<file path="src/core/option_config_defines.svh">
// Purpose: Named offsets, bit positions, reset values and counts of the option decoder
// Assumes: Included by bare name; definitions only
// Notes:   Byte addresses are those of the register slave on the bus
`ifndef OPTION_CONFIG_DEFINES_SVH
`define OPTION_CONFIG_DEFINES_SVH

`define OPT_BLANK          8'hFF
`define B0_HALT_RST        7
`define B0_WDG_TYPE        6
`define B0_VD_HI           4
`define B0_VD_LO           3
`define B0_PKG_LO          1
`define B0_RDP             0
`define B1_PKG_HI          7
`define B1_RST_LEN         6
`define B1_CLK_HI          5
`define B1_CLK_LO          4
`define B1_RANGE_HI        3
`define B1_RANGE_LO        1
`define B1_DBL_OFF         0
`define VD_CODE_OFF        2'h3
`define VD_CODE_LOW        2'h2
`define VD_CODE_MED        2'h1
`define RANGE_DBL_OK       3'h1
`define RST_LONG_CYCLES    13'h1000
`define RST_SHORT_CYCLES   13'h0100
`define CNT_W              13
`define ADDR_SETTINGS0     8'h00
`define ADDR_SETTINGS1     8'h04
`define ADDR_CTRL          8'h08
`define ADDR_STATE         8'h0C
`define CTRL_WDG_START     0
`define PAD_UNBONDED_64    8'hF0

`endif

</file>
<file path="src/core/option_config_pkg.sv">
// Purpose: Types shared by the option decoder files
// Assumes: Used only by package-qualified names
// Notes:   None
package option_config_pkg;

  typedef enum logic [1:0] {
    CLK_RESONATOR,
    CLK_RESERVED,
    CLK_INTERNAL_RC,
    CLK_EXTERNAL
  } clock_source_t;

  typedef enum logic [1:0] {
    VD_OFF,
    VD_LOWEST,
    VD_MEDIUM,
    VD_HIGHEST
  } voltage_level_t;

  typedef enum logic [1:0] {
    PH_LOAD,
    PH_COUNT,
    PH_RUN
  } phase_t;

  typedef enum logic [1:0] {
    ER_IDLE,
    ER_USER,
    ER_GRANT
  } erase_t;

endpackage

</file>
<file path="src/core/option_byte_config_decoder.sv">
// Purpose: Latch and decode the two static option bytes into device settings
// Assumes: Option store bytes are static while the device runs
// Notes:   Bytes are not bus visible; only decoded settings can be read
// Functional notes
// - Blank store decodes to default settings
// - Option bytes absent from processor memory map
// - Halt with watchdog active may reset
// - Watchdog hardware or software type select
// - Voltage detection field selects threshold
// - Clear bit enables read-out protection
// - Protected option erase wipes user memory first
// - Package pair selects 80 or 64 pins
// - Unbonded pads pulled-up inputs from first clock after reset release; reset value 8'h00
// - Reset phase length 4096 or 256
// - Clock source field decode
// - Range field selects drive or band
// - Clear bit enables clock doubler
// - ROM variants use fixed option values
`timescale 1ns/1ps
`include "option_config_defines.svh"
module option_byte_config_decoder #(
  parameter logic       ROM_VARIANT = 1'b0,
  parameter logic [7:0] ROM_BYTE0   = 8'hFF,
  parameter logic [7:0] ROM_BYTE1   = 8'hFF
) (
  input  wire logic                           clk,
  input  wire logic                           nrst,
  input  wire logic                           hsel,
  input  wire logic [31:0]                    haddr,
  input  wire logic [1:0]                     htrans,
  input  wire logic                           hwrite,
  input  wire logic [2:0]                     hsize,
  input  wire logic [31:0]                    hwdata,
  input  wire logic                           hready,
  output logic                                hreadyout,
  output logic                                hresp,
  output logic [31:0]                         hrdata,
  input  wire logic [7:0]                     store_byte0,
  input  wire logic [7:0]                     store_byte1,
  input  wire logic                           halt_entry,
  input  wire logic                           halt_exit,
  input  wire logic                           erase_req_pin,
  input  wire logic                           user_erase_done,
  output logic                                watchdog_enable,
  output logic                                halt_reset_req,
  output logic                                low_supply_detector_en,
  output logic                                auxiliary_supply_detector_en,
  output option_config_pkg::voltage_level_t   voltage_detect_sel,
  output logic                                readout_protect_en,
  output logic                                package_80pin,
  output logic [7:0]                          unbonded_pad_pullup,
  output logic                                reset_phase_active,
  output option_config_pkg::clock_source_t    clock_source_sel,
  output logic [2:0]                          osc_range_sel,
  output logic                                clock_doubler_en,
  output logic                                user_mem_erase,
  output logic                                opt_erase_grant
);
  logic                        rst_meta;
  logic                        rst_n;
  logic [7:0]                  b0;
  logic [7:0]                  b1;
  logic [7:0]                  next_b0;
  logic [7:0]                  next_b1;
  option_config_pkg::phase_t   phase;
  option_config_pkg::phase_t   next_phase;
  logic [`CNT_W-1:0]           cnt;
  logic [`CNT_W-1:0]           next_cnt;
  logic [`CNT_W-1:0]           len;
  logic [`CNT_W-1:0]           src_len;
  option_config_pkg::erase_t   er_state;
  option_config_pkg::erase_t   next_er_state;
  logic                        erase_level;
  logic                        erase_level_d;
  logic                        erase_rise;
  logic                        sw_wdg_start;
  logic                        next_sw_wdg_start;
  logic                        wr_pend;
  logic [7:0]                  wr_addr;
  logic                        next_wr_pend;
  logic [7:0]                  next_wr_addr;
  logic [31:0]                 next_hrdata;
  logic                        addr_take;
  logic                        cfg_unsupported;
  logic [7:0]                  src0;
  logic [7:0]                  src1;

  // Internal reset copy: async assert, two-stage release
  always_ff @(posedge clk or negedge nrst) begin
    if (!nrst) begin
      rst_meta <= 1'b0;
      rst_n    <= 1'b0;
    end else begin
      rst_meta <= 1'b1;
      rst_n    <= rst_meta;
    end
  end

  pin_sync erase_sync (
    .clk   (clk),
    .rst_n (rst_n),
    .pin   (erase_req_pin),
    .level (erase_level)
  );

  assign src0 = ROM_VARIANT ? ROM_BYTE0 : store_byte0;
  assign src1 = ROM_VARIANT ? ROM_BYTE1 : store_byte1;
  assign len  = b1[`B1_RST_LEN] ? `RST_SHORT_CYCLES : `RST_LONG_CYCLES;
  assign src_len = src1[`B1_RST_LEN] ? `RST_SHORT_CYCLES : `RST_LONG_CYCLES;
  assign erase_rise = erase_level && !erase_level_d;
  assign addr_take  = hsel && htrans[1] && hready;

  // Load and reset-phase sequencing
  always_comb begin
    next_b0    = b0;
    next_b1    = b1;
    next_phase = phase;
    next_cnt   = cnt;
    unique case (phase)
      option_config_pkg::PH_LOAD: begin
        // Captured once; store changes later are ignored until next reset
        next_b0    = src0;
        next_b1    = src1;
        next_phase = option_config_pkg::PH_COUNT;
        next_cnt   = src_len - `CNT_W'(1);
      end
      option_config_pkg::PH_COUNT: begin
        if (cnt == '0) begin
          next_phase = option_config_pkg::PH_RUN;
        end else begin
          next_cnt = cnt - `CNT_W'(1);
        end
      end
      option_config_pkg::PH_RUN: begin
        if (halt_exit) begin
          next_phase = option_config_pkg::PH_COUNT;
          next_cnt   = len - `CNT_W'(1);
        end
      end
    endcase
  end

  // Protected option erase wipes user memory before granting
  always_comb begin
    next_er_state = er_state;
    unique case (er_state)
      option_config_pkg::ER_IDLE: begin
        if (erase_rise && phase == option_config_pkg::PH_RUN) begin
          next_er_state = readout_protect_en ? option_config_pkg::ER_USER
                                             : option_config_pkg::ER_GRANT;
        end
      end
      option_config_pkg::ER_USER: begin
        if (user_erase_done) begin
          next_er_state = option_config_pkg::ER_GRANT;
        end
      end
      option_config_pkg::ER_GRANT: begin
        next_er_state = option_config_pkg::ER_IDLE;
      end
    endcase
  end

  // Only decoded settings are readable; raw bytes have no address
  always_comb begin
    next_hrdata       = hrdata;
    next_wr_pend      = addr_take && hwrite;
    next_wr_addr      = addr_take ? haddr[7:0] : wr_addr;
    next_sw_wdg_start = sw_wdg_start;
    // Software start is one-way: cannot stop the watchdog once running
    if (wr_pend && wr_addr == `ADDR_CTRL && hwdata[`CTRL_WDG_START]) begin
      next_sw_wdg_start = 1'b1;
    end
    if (addr_take && !hwrite) begin
      unique case (haddr[7:0])
        `ADDR_SETTINGS0: next_hrdata = {24'h000000, b0[`B0_HALT_RST],
                                        !b0[`B0_WDG_TYPE], 2'(voltage_detect_sel),
                                        auxiliary_supply_detector_en,
                                        low_supply_detector_en, package_80pin,
                                        readout_protect_en};
        `ADDR_SETTINGS1: next_hrdata = {25'h0000000, !b1[`B1_RST_LEN], clock_doubler_en,
                                        osc_range_sel, 2'(clock_source_sel)};
        `ADDR_CTRL:      next_hrdata = {31'h00000000, sw_wdg_start};
        `ADDR_STATE:     next_hrdata = {28'h0000000, cfg_unsupported, watchdog_enable,
                                        user_mem_erase, reset_phase_active};
        default:         next_hrdata = 32'h00000000;
      endcase
    end
  end

  // Reset values equal a blank store so defaults show from reset
  always_ff @(posedge clk or negedge rst_n) begin
    if (!rst_n) begin
      b0            <= `OPT_BLANK;
      b1            <= `OPT_BLANK;
      phase         <= option_config_pkg::PH_LOAD;
      cnt           <= '0;
      er_state      <= option_config_pkg::ER_IDLE;
      erase_level_d <= 1'b0;
      sw_wdg_start  <= 1'b0;
      wr_pend       <= 1'b0;
      wr_addr       <= 8'h00;
      hrdata        <= 32'h00000000;
    end else begin
      b0            <= next_b0;
      b1            <= next_b1;
      phase         <= next_phase;
      cnt           <= next_cnt;
      er_state      <= next_er_state;
      erase_level_d <= erase_level;
      sw_wdg_start  <= next_sw_wdg_start;
      wr_pend       <= next_wr_pend;
      wr_addr       <= next_wr_addr;
      hrdata        <= next_hrdata;
    end
  end

  option_config_pkg::voltage_level_t next_vd;
  option_config_pkg::clock_source_t  next_clk;
  always_comb begin
    next_vd = option_config_pkg::VD_HIGHEST;
    unique case (next_b0[`B0_VD_HI:`B0_VD_LO])
      `VD_CODE_OFF: next_vd = option_config_pkg::VD_OFF;
      `VD_CODE_LOW: next_vd = option_config_pkg::VD_LOWEST;
      `VD_CODE_MED: next_vd = option_config_pkg::VD_MEDIUM;
      default:      next_vd = option_config_pkg::VD_HIGHEST;
    endcase
    unique case (next_b1[`B1_CLK_HI:`B1_CLK_LO])
      2'h0:    next_clk = option_config_pkg::CLK_RESONATOR;
      2'h1:    next_clk = option_config_pkg::CLK_RESERVED;
      2'h2:    next_clk = option_config_pkg::CLK_INTERNAL_RC;
      default: next_clk = option_config_pkg::CLK_EXTERNAL;
    endcase
  end

  logic next_pkg80;
  assign next_pkg80 = next_b1[`B1_PKG_HI] && next_b0[`B0_PKG_LO];

  // Decoded outputs registered from the next byte values
  always_ff @(posedge clk or negedge rst_n) begin
    if (!rst_n) begin
      hreadyout                    <= 1'b1;
      hresp                        <= 1'b0;
      watchdog_enable              <= 1'b0;
      halt_reset_req               <= 1'b0;
      low_supply_detector_en       <= 1'b0;
      auxiliary_supply_detector_en <= 1'b0;
      voltage_detect_sel           <= option_config_pkg::VD_OFF;
      readout_protect_en           <= 1'b0;
      package_80pin                <= 1'b1;
      unbonded_pad_pullup          <= 8'h00;
      reset_phase_active           <= 1'b1;
      clock_source_sel             <= option_config_pkg::CLK_EXTERNAL;
      osc_range_sel                <= 3'h7;
      clock_doubler_en             <= 1'b0;
      user_mem_erase               <= 1'b0;
      opt_erase_grant              <= 1'b0;
      cfg_unsupported              <= 1'b0;
    end else begin
      hreadyout                    <= 1'b1;
      hresp                        <= 1'b0;
      watchdog_enable              <= !next_b0[`B0_WDG_TYPE] || next_sw_wdg_start;
      halt_reset_req               <= halt_entry && watchdog_enable
                                      && b0[`B0_HALT_RST];
      low_supply_detector_en       <= next_vd != option_config_pkg::VD_OFF;
      auxiliary_supply_detector_en <= next_vd != option_config_pkg::VD_OFF;
      voltage_detect_sel           <= next_vd;
      readout_protect_en           <= !next_b0[`B0_RDP];
      package_80pin                <= next_pkg80;
      // Unbonded pads forced to pulled-up inputs from the first clock after reset release; reset value is 8'h00
      unbonded_pad_pullup          <= next_pkg80 ? 8'h00 : `PAD_UNBONDED_64;
      reset_phase_active           <= next_phase != option_config_pkg::PH_RUN;
      clock_source_sel             <= next_clk;
      osc_range_sel                <= next_b1[`B1_RANGE_HI:`B1_RANGE_LO];
      clock_doubler_en             <= !next_b1[`B1_DBL_OFF];
      user_mem_erase               <= next_er_state == option_config_pkg::ER_USER;
      opt_erase_grant              <= next_er_state == option_config_pkg::ER_GRANT;
      // Flags combinations the tool should not program; decode still honours them
      cfg_unsupported              <= (!next_b1[`B1_DBL_OFF]
                                      && (next_clk != option_config_pkg::CLK_RESONATOR
                                      || next_b1[`B1_RANGE_HI:`B1_RANGE_LO] != `RANGE_DBL_OK))
                                      || (!next_b0[`B0_RDP] && next_vd != option_config_pkg::VD_OFF);
    end
  end

  // Helper: cycles spent counting the reset phase
  logic [`CNT_W-1:0] meas;
  always_ff @(posedge clk or negedge rst_n) begin
    if (!rst_n) begin
      meas <= '0;
    end else begin
      meas <= (phase == option_config_pkg::PH_COUNT) ? meas + `CNT_W'(1) : '0;
    end
  end
endmodule // option_byte_config_decoder

</file>
<file path="src/core/pin_sync.sv">
// Purpose: Three-stage pin synchroniser with agreement filter
// Assumes: Input is asynchronous to clk
// Notes:   Output moves only when stages two and three agree
`timescale 1ns/1ps
module pin_sync (
  input  wire logic clk,
  input  wire logic rst_n,
  input  wire logic pin,
  output logic      level
);
  logic s1;
  logic s2;
  logic s3;
  logic next_level;

  always_comb begin
    next_level = (s2 == s3) ? s3 : level;
  end

  always_ff @(posedge clk or negedge rst_n) begin
    if (!rst_n) begin
      s1    <= 1'b0;
      s2    <= 1'b0;
      s3    <= 1'b0;
      level <= 1'b0;
    end else begin
      s1    <= pin;
      s2    <= s1;
      s3    <= s2;
      level <= next_level;
    end
  end
endmodule // pin_sync

</file>
<file path="config.mk">
export PLATFORM = sky130hd
export DESIGN_NAME = option_byte_config_decoder
export DESIGN_NICKNAME = d
export VERILOG_FILES = /design/src/core/option_config_pkg.sv /design/src/core/option_byte_config_decoder.sv /design/src/core/pin_sync.sv
export VERILOG_INCLUDE_DIRS = /design/src /design/src/core
export SDC_FILE = /design/constraint.sdc
export NUM_CORES = 1
export LEC_CHECK = 0
export BUFFER_PORTS_ARGS = -buffer_cell sky130_fd_sc_hd__buf_2
export CORE_MARGIN = 8
export CORE_UTILIZATION = 40
export CTS_CLUSTER_SIZE = 24
export DETAILED_ROUTE_END_ITERATION = 12
export GPL_TIMING_DRIVEN = 0
export PLACE_DENSITY = 0.73
export SETUP_SLACK_MARGIN = 0.05
export SYNTH_ARGS = -nofsm -noshare
export SYNTH_HDL_FRONTEND = slang
export SYNTH_SLANG_ARGS = --single-unit
export TNS_END_PERCENT = 20
</file>
<file path="constraint.sdc">
create_clock -name clk -period 4 [get_ports clk]
set_input_delay 0.4 -clock clk [delete_from_list [all_inputs] [get_ports clk]]
set_output_delay 0.4 -clock clk [all_outputs]
set_load 0.005 [all_outputs]
</file>
==> results.cfg <==
[run_status]
status = finished clean

[final_layout]
antenna_cells = 0
fin_nets = 516
mostFrequentLayoutCell = buf_2
final_cell_mix = buf_2, dfrtp_1, buf_4
fin_cells = 527
areaGrowthSynthToFinish_pct = 22.0
layout-drive-gt1-share_pct = 38.4
final_area_mm2 = 0.00417

[cts]
clock_latency_ns = 0.35
post_cts.repair.setup_buffers = 0
ctsRootBufferMaster = clkbuf_8
cts_inserted_buffers = 9
cts_tree = done
cts_num_sinks = 70
clkSlewWorstSetupHoldPaths_ns = 0.07
htreeDepth = 3
clock_path_buffers = 2

[timing]
worst_pin_slew_ns = 0.839
period_share_pct = 66.9
rsz0062_at_grt = no
max_freq_mhz = 374
drv_slew = 0
slew_headroom_pct = 44.0
setup_viol = 0
hold_viol_final = 0
finalCriticalPeriod_ns = 2.67
clock_skew_ns = 0.0132
setup_tns_ns = 0

[placed_design]
hpwl_um = 5620
gp_congestion = 0.830
dpl.cell_count = 510
placed_area_mm2 = 0.00397
io_buffers = 60

[global_routing]
antenna_found_initial = 0
grt_pass1_vias = 2634
grt_util_all_layers_pct = 12.8
grt_pass1_wl_um = 11900
grt_overflow = 0
grt_max_degree = 69

[routing]
drtIter0Drc = 67
via_per_inst = 4.74
postRouteAntennaNets = 0
routed_wl_um = 7280
firstDrtPassIters = 4
drc = 0
wl_per_cell_um = 13.8
num_vias = 2496

[worst_setup_path]
critPathLaunchType = register
crit_required_ns = 4.23
timing.critical_path.fanout_max = 10
worst_ep_arrival_time_ns = 2.91
worstSetupPathType = reg2reg
cp-end-kind = register
ff2ff_setup_slack_ns = 1.33

[die]
io_pins = 153
coreArea_mm2 = 0.00826
rows = 33
dieArea_mm2 = 0.0118
die_h_um = 108
die_w_um = 108
initial_core_util_pct = 41.4

[hold_path]
hp-class = in2reg

[power]
ir_drop_uv = 211
leakage_uw = 0.00201
p_per_area_mw_per_mm2 = 347

[run]
drv_cap = 0

[synth]
syn_area_per_cell_um2 = 10.8
synth.top_cell.area_share_pct = 38.8
yosysSeqAreaShare_pct = 51.8
yosys.cell_types.count = 50
ys_ff_latch = 70
synthTopCellsByArea = dfrtp_1, dfstp_2, buf_4, mux2_2, nand2_1
synth_top_area_cell = dfrtp_1
synth.cell_area_mm2 = 0.00342
synth_cells = 316
yosys_warnings = 0
-- layer usage --
metal  wire length [um]  part of all wire, %  track usage (%)  vias up
li1                   -                    -                -     1228
met4                104                  1.4             4.20        0
met2               3540                   49             22.0       76
met5                  0                    0                0        -
met3                669                  9.2             5.29       13
met1               2960                   41             13.9     1179
-- path summary, 6_finish.rpt --
kind	to	cells past startpoint	startpoint
worst max-delay path	cnt[4]	11	phase[0]
worst min-delay path	erase_sync.s1	1	erase_req_pin
worst max register to register	cnt[4]	11	phase[0]
worst min register to register	erase_sync.s2	0	erase_sync.s1
max in group asynchronous	cnt[10]	0	rst_n
min in group asynchronous	rst_n	2	nrst
-- worst max-delay path: stages (launching register included) --
cell,delay (ns)
dfrtp_1,0.43
inv_1,0.10
ha_1,0.28
clkbuf_1,0.30
and2_1,0.18
clkbuf_1,0.26
nand2_1,0.10
ha_1,0.26
clkbuf_1,0.23
o21ai_0,0.13
nor2_1,0.06
o221a_1,0.23
-- flip-flops by register name, indices dropped and copies added (netlist names), 2 cells and up --
name,cells
cnt,13
hrdata,8
wr_addr,8
b0,6
b1,5
clock_source_sel,2
er_state,2
osc_range_sel,2
phase,2
voltage_detect_sel,2
-- power by group --
| group | switching [uW] | leakage, uW | internal (uW) |
|---|---|---|---|
| combinational | 56.0 | 0.00113 | 67.8 |
| sequential | 29.6 | 0.000791 | 741 |
| clock | 264 | 0.0000891 | 291 |
| total | 349 | 0.00201 | 1100 |
-- layout make-up --
cell class / instances / area [um2]
Buffer: 49 / 335
Timing Repair Buffer: 61 / 310
Tap cell: 105 / 131
Fill cell: 784 / 4090
Multi-Input combinational cell: 212 / 1370
Inverter: 14 / 52.6
Clock inverter: 6 / 70.1
Clock buffer: 10 / 128
Sequential cell: 70 / 1780
-- stage by stage --
| step | hold WS (ns) | util (%) | power (uW) | setup slack [ns] |
|---|---|---|---|---|
| after global placement | 0.185 | 48.0 | 899 | 1.20 |
| after detailed placement | 0.187 | 48.0 | 908 | 1.37 |
| after global routing | 0.142 | 50.5 | 1520 | 1.10 |
| after CTS | 0.141 | 50.5 | 1470 | 1.35 |
| final | 0.158 | 50.5 | 1450 | 1.33 |
| after floorplan | 0.104 | - | 862 | 1.76 |
-- synth_stat cells (all sizes together) --
library cell / count
o221a: 2
mux4: 1
a21o: 2
and4b: 1
a311oi: 2
nand3: 4
maj3: 1
nand4: 2
a221o: 1
and3: 1
xor2: 4
clkbuf: 8
a21oi: 12
nor4b: 1
or4: 4
mux2: 22
nor2: 18
o21ai: 23
ha: 5
or3: 1
a221oi: 1
nor3: 7
a22o: 2
nand3b: 1
inv: 14
nand2: 27
a211oi: 2
a41o: 1
a31oi: 5
xnor2: 3
nor4: 3
mux2i: 4
buf: 41
or2: 1
and3b: 1
nor2b: 4
dfstp: 17
nand2b: 4
and2: 2
conb: 2
nand4b: 3
dfrtp: 53
o31ai: 3
-- cells by family (layout without fill, tap and decap cells) --
group	Yosys count	count (layout)	share of synthesized area (%)
adder cells (fa/ha/maj)	6	6	2.12
buffers and inverters	63	140	11.3
other	2	31	0.220
AND/OR/NAND/NOR	85	85	13.2
flip-flops	70	70	51.8
XOR/XNOR	7	7	1.79
multiplexers	27	27	9.07
AO/OA/AOI/OAI	56	56	10.4
-- timing repair --
item                      4_1_cts  5_1_grt
hold endpoints to repair        2        0
hold buffers                    1        0
resized for setup               0        0
Note: power is estimated with default switching activity, not from simulation.
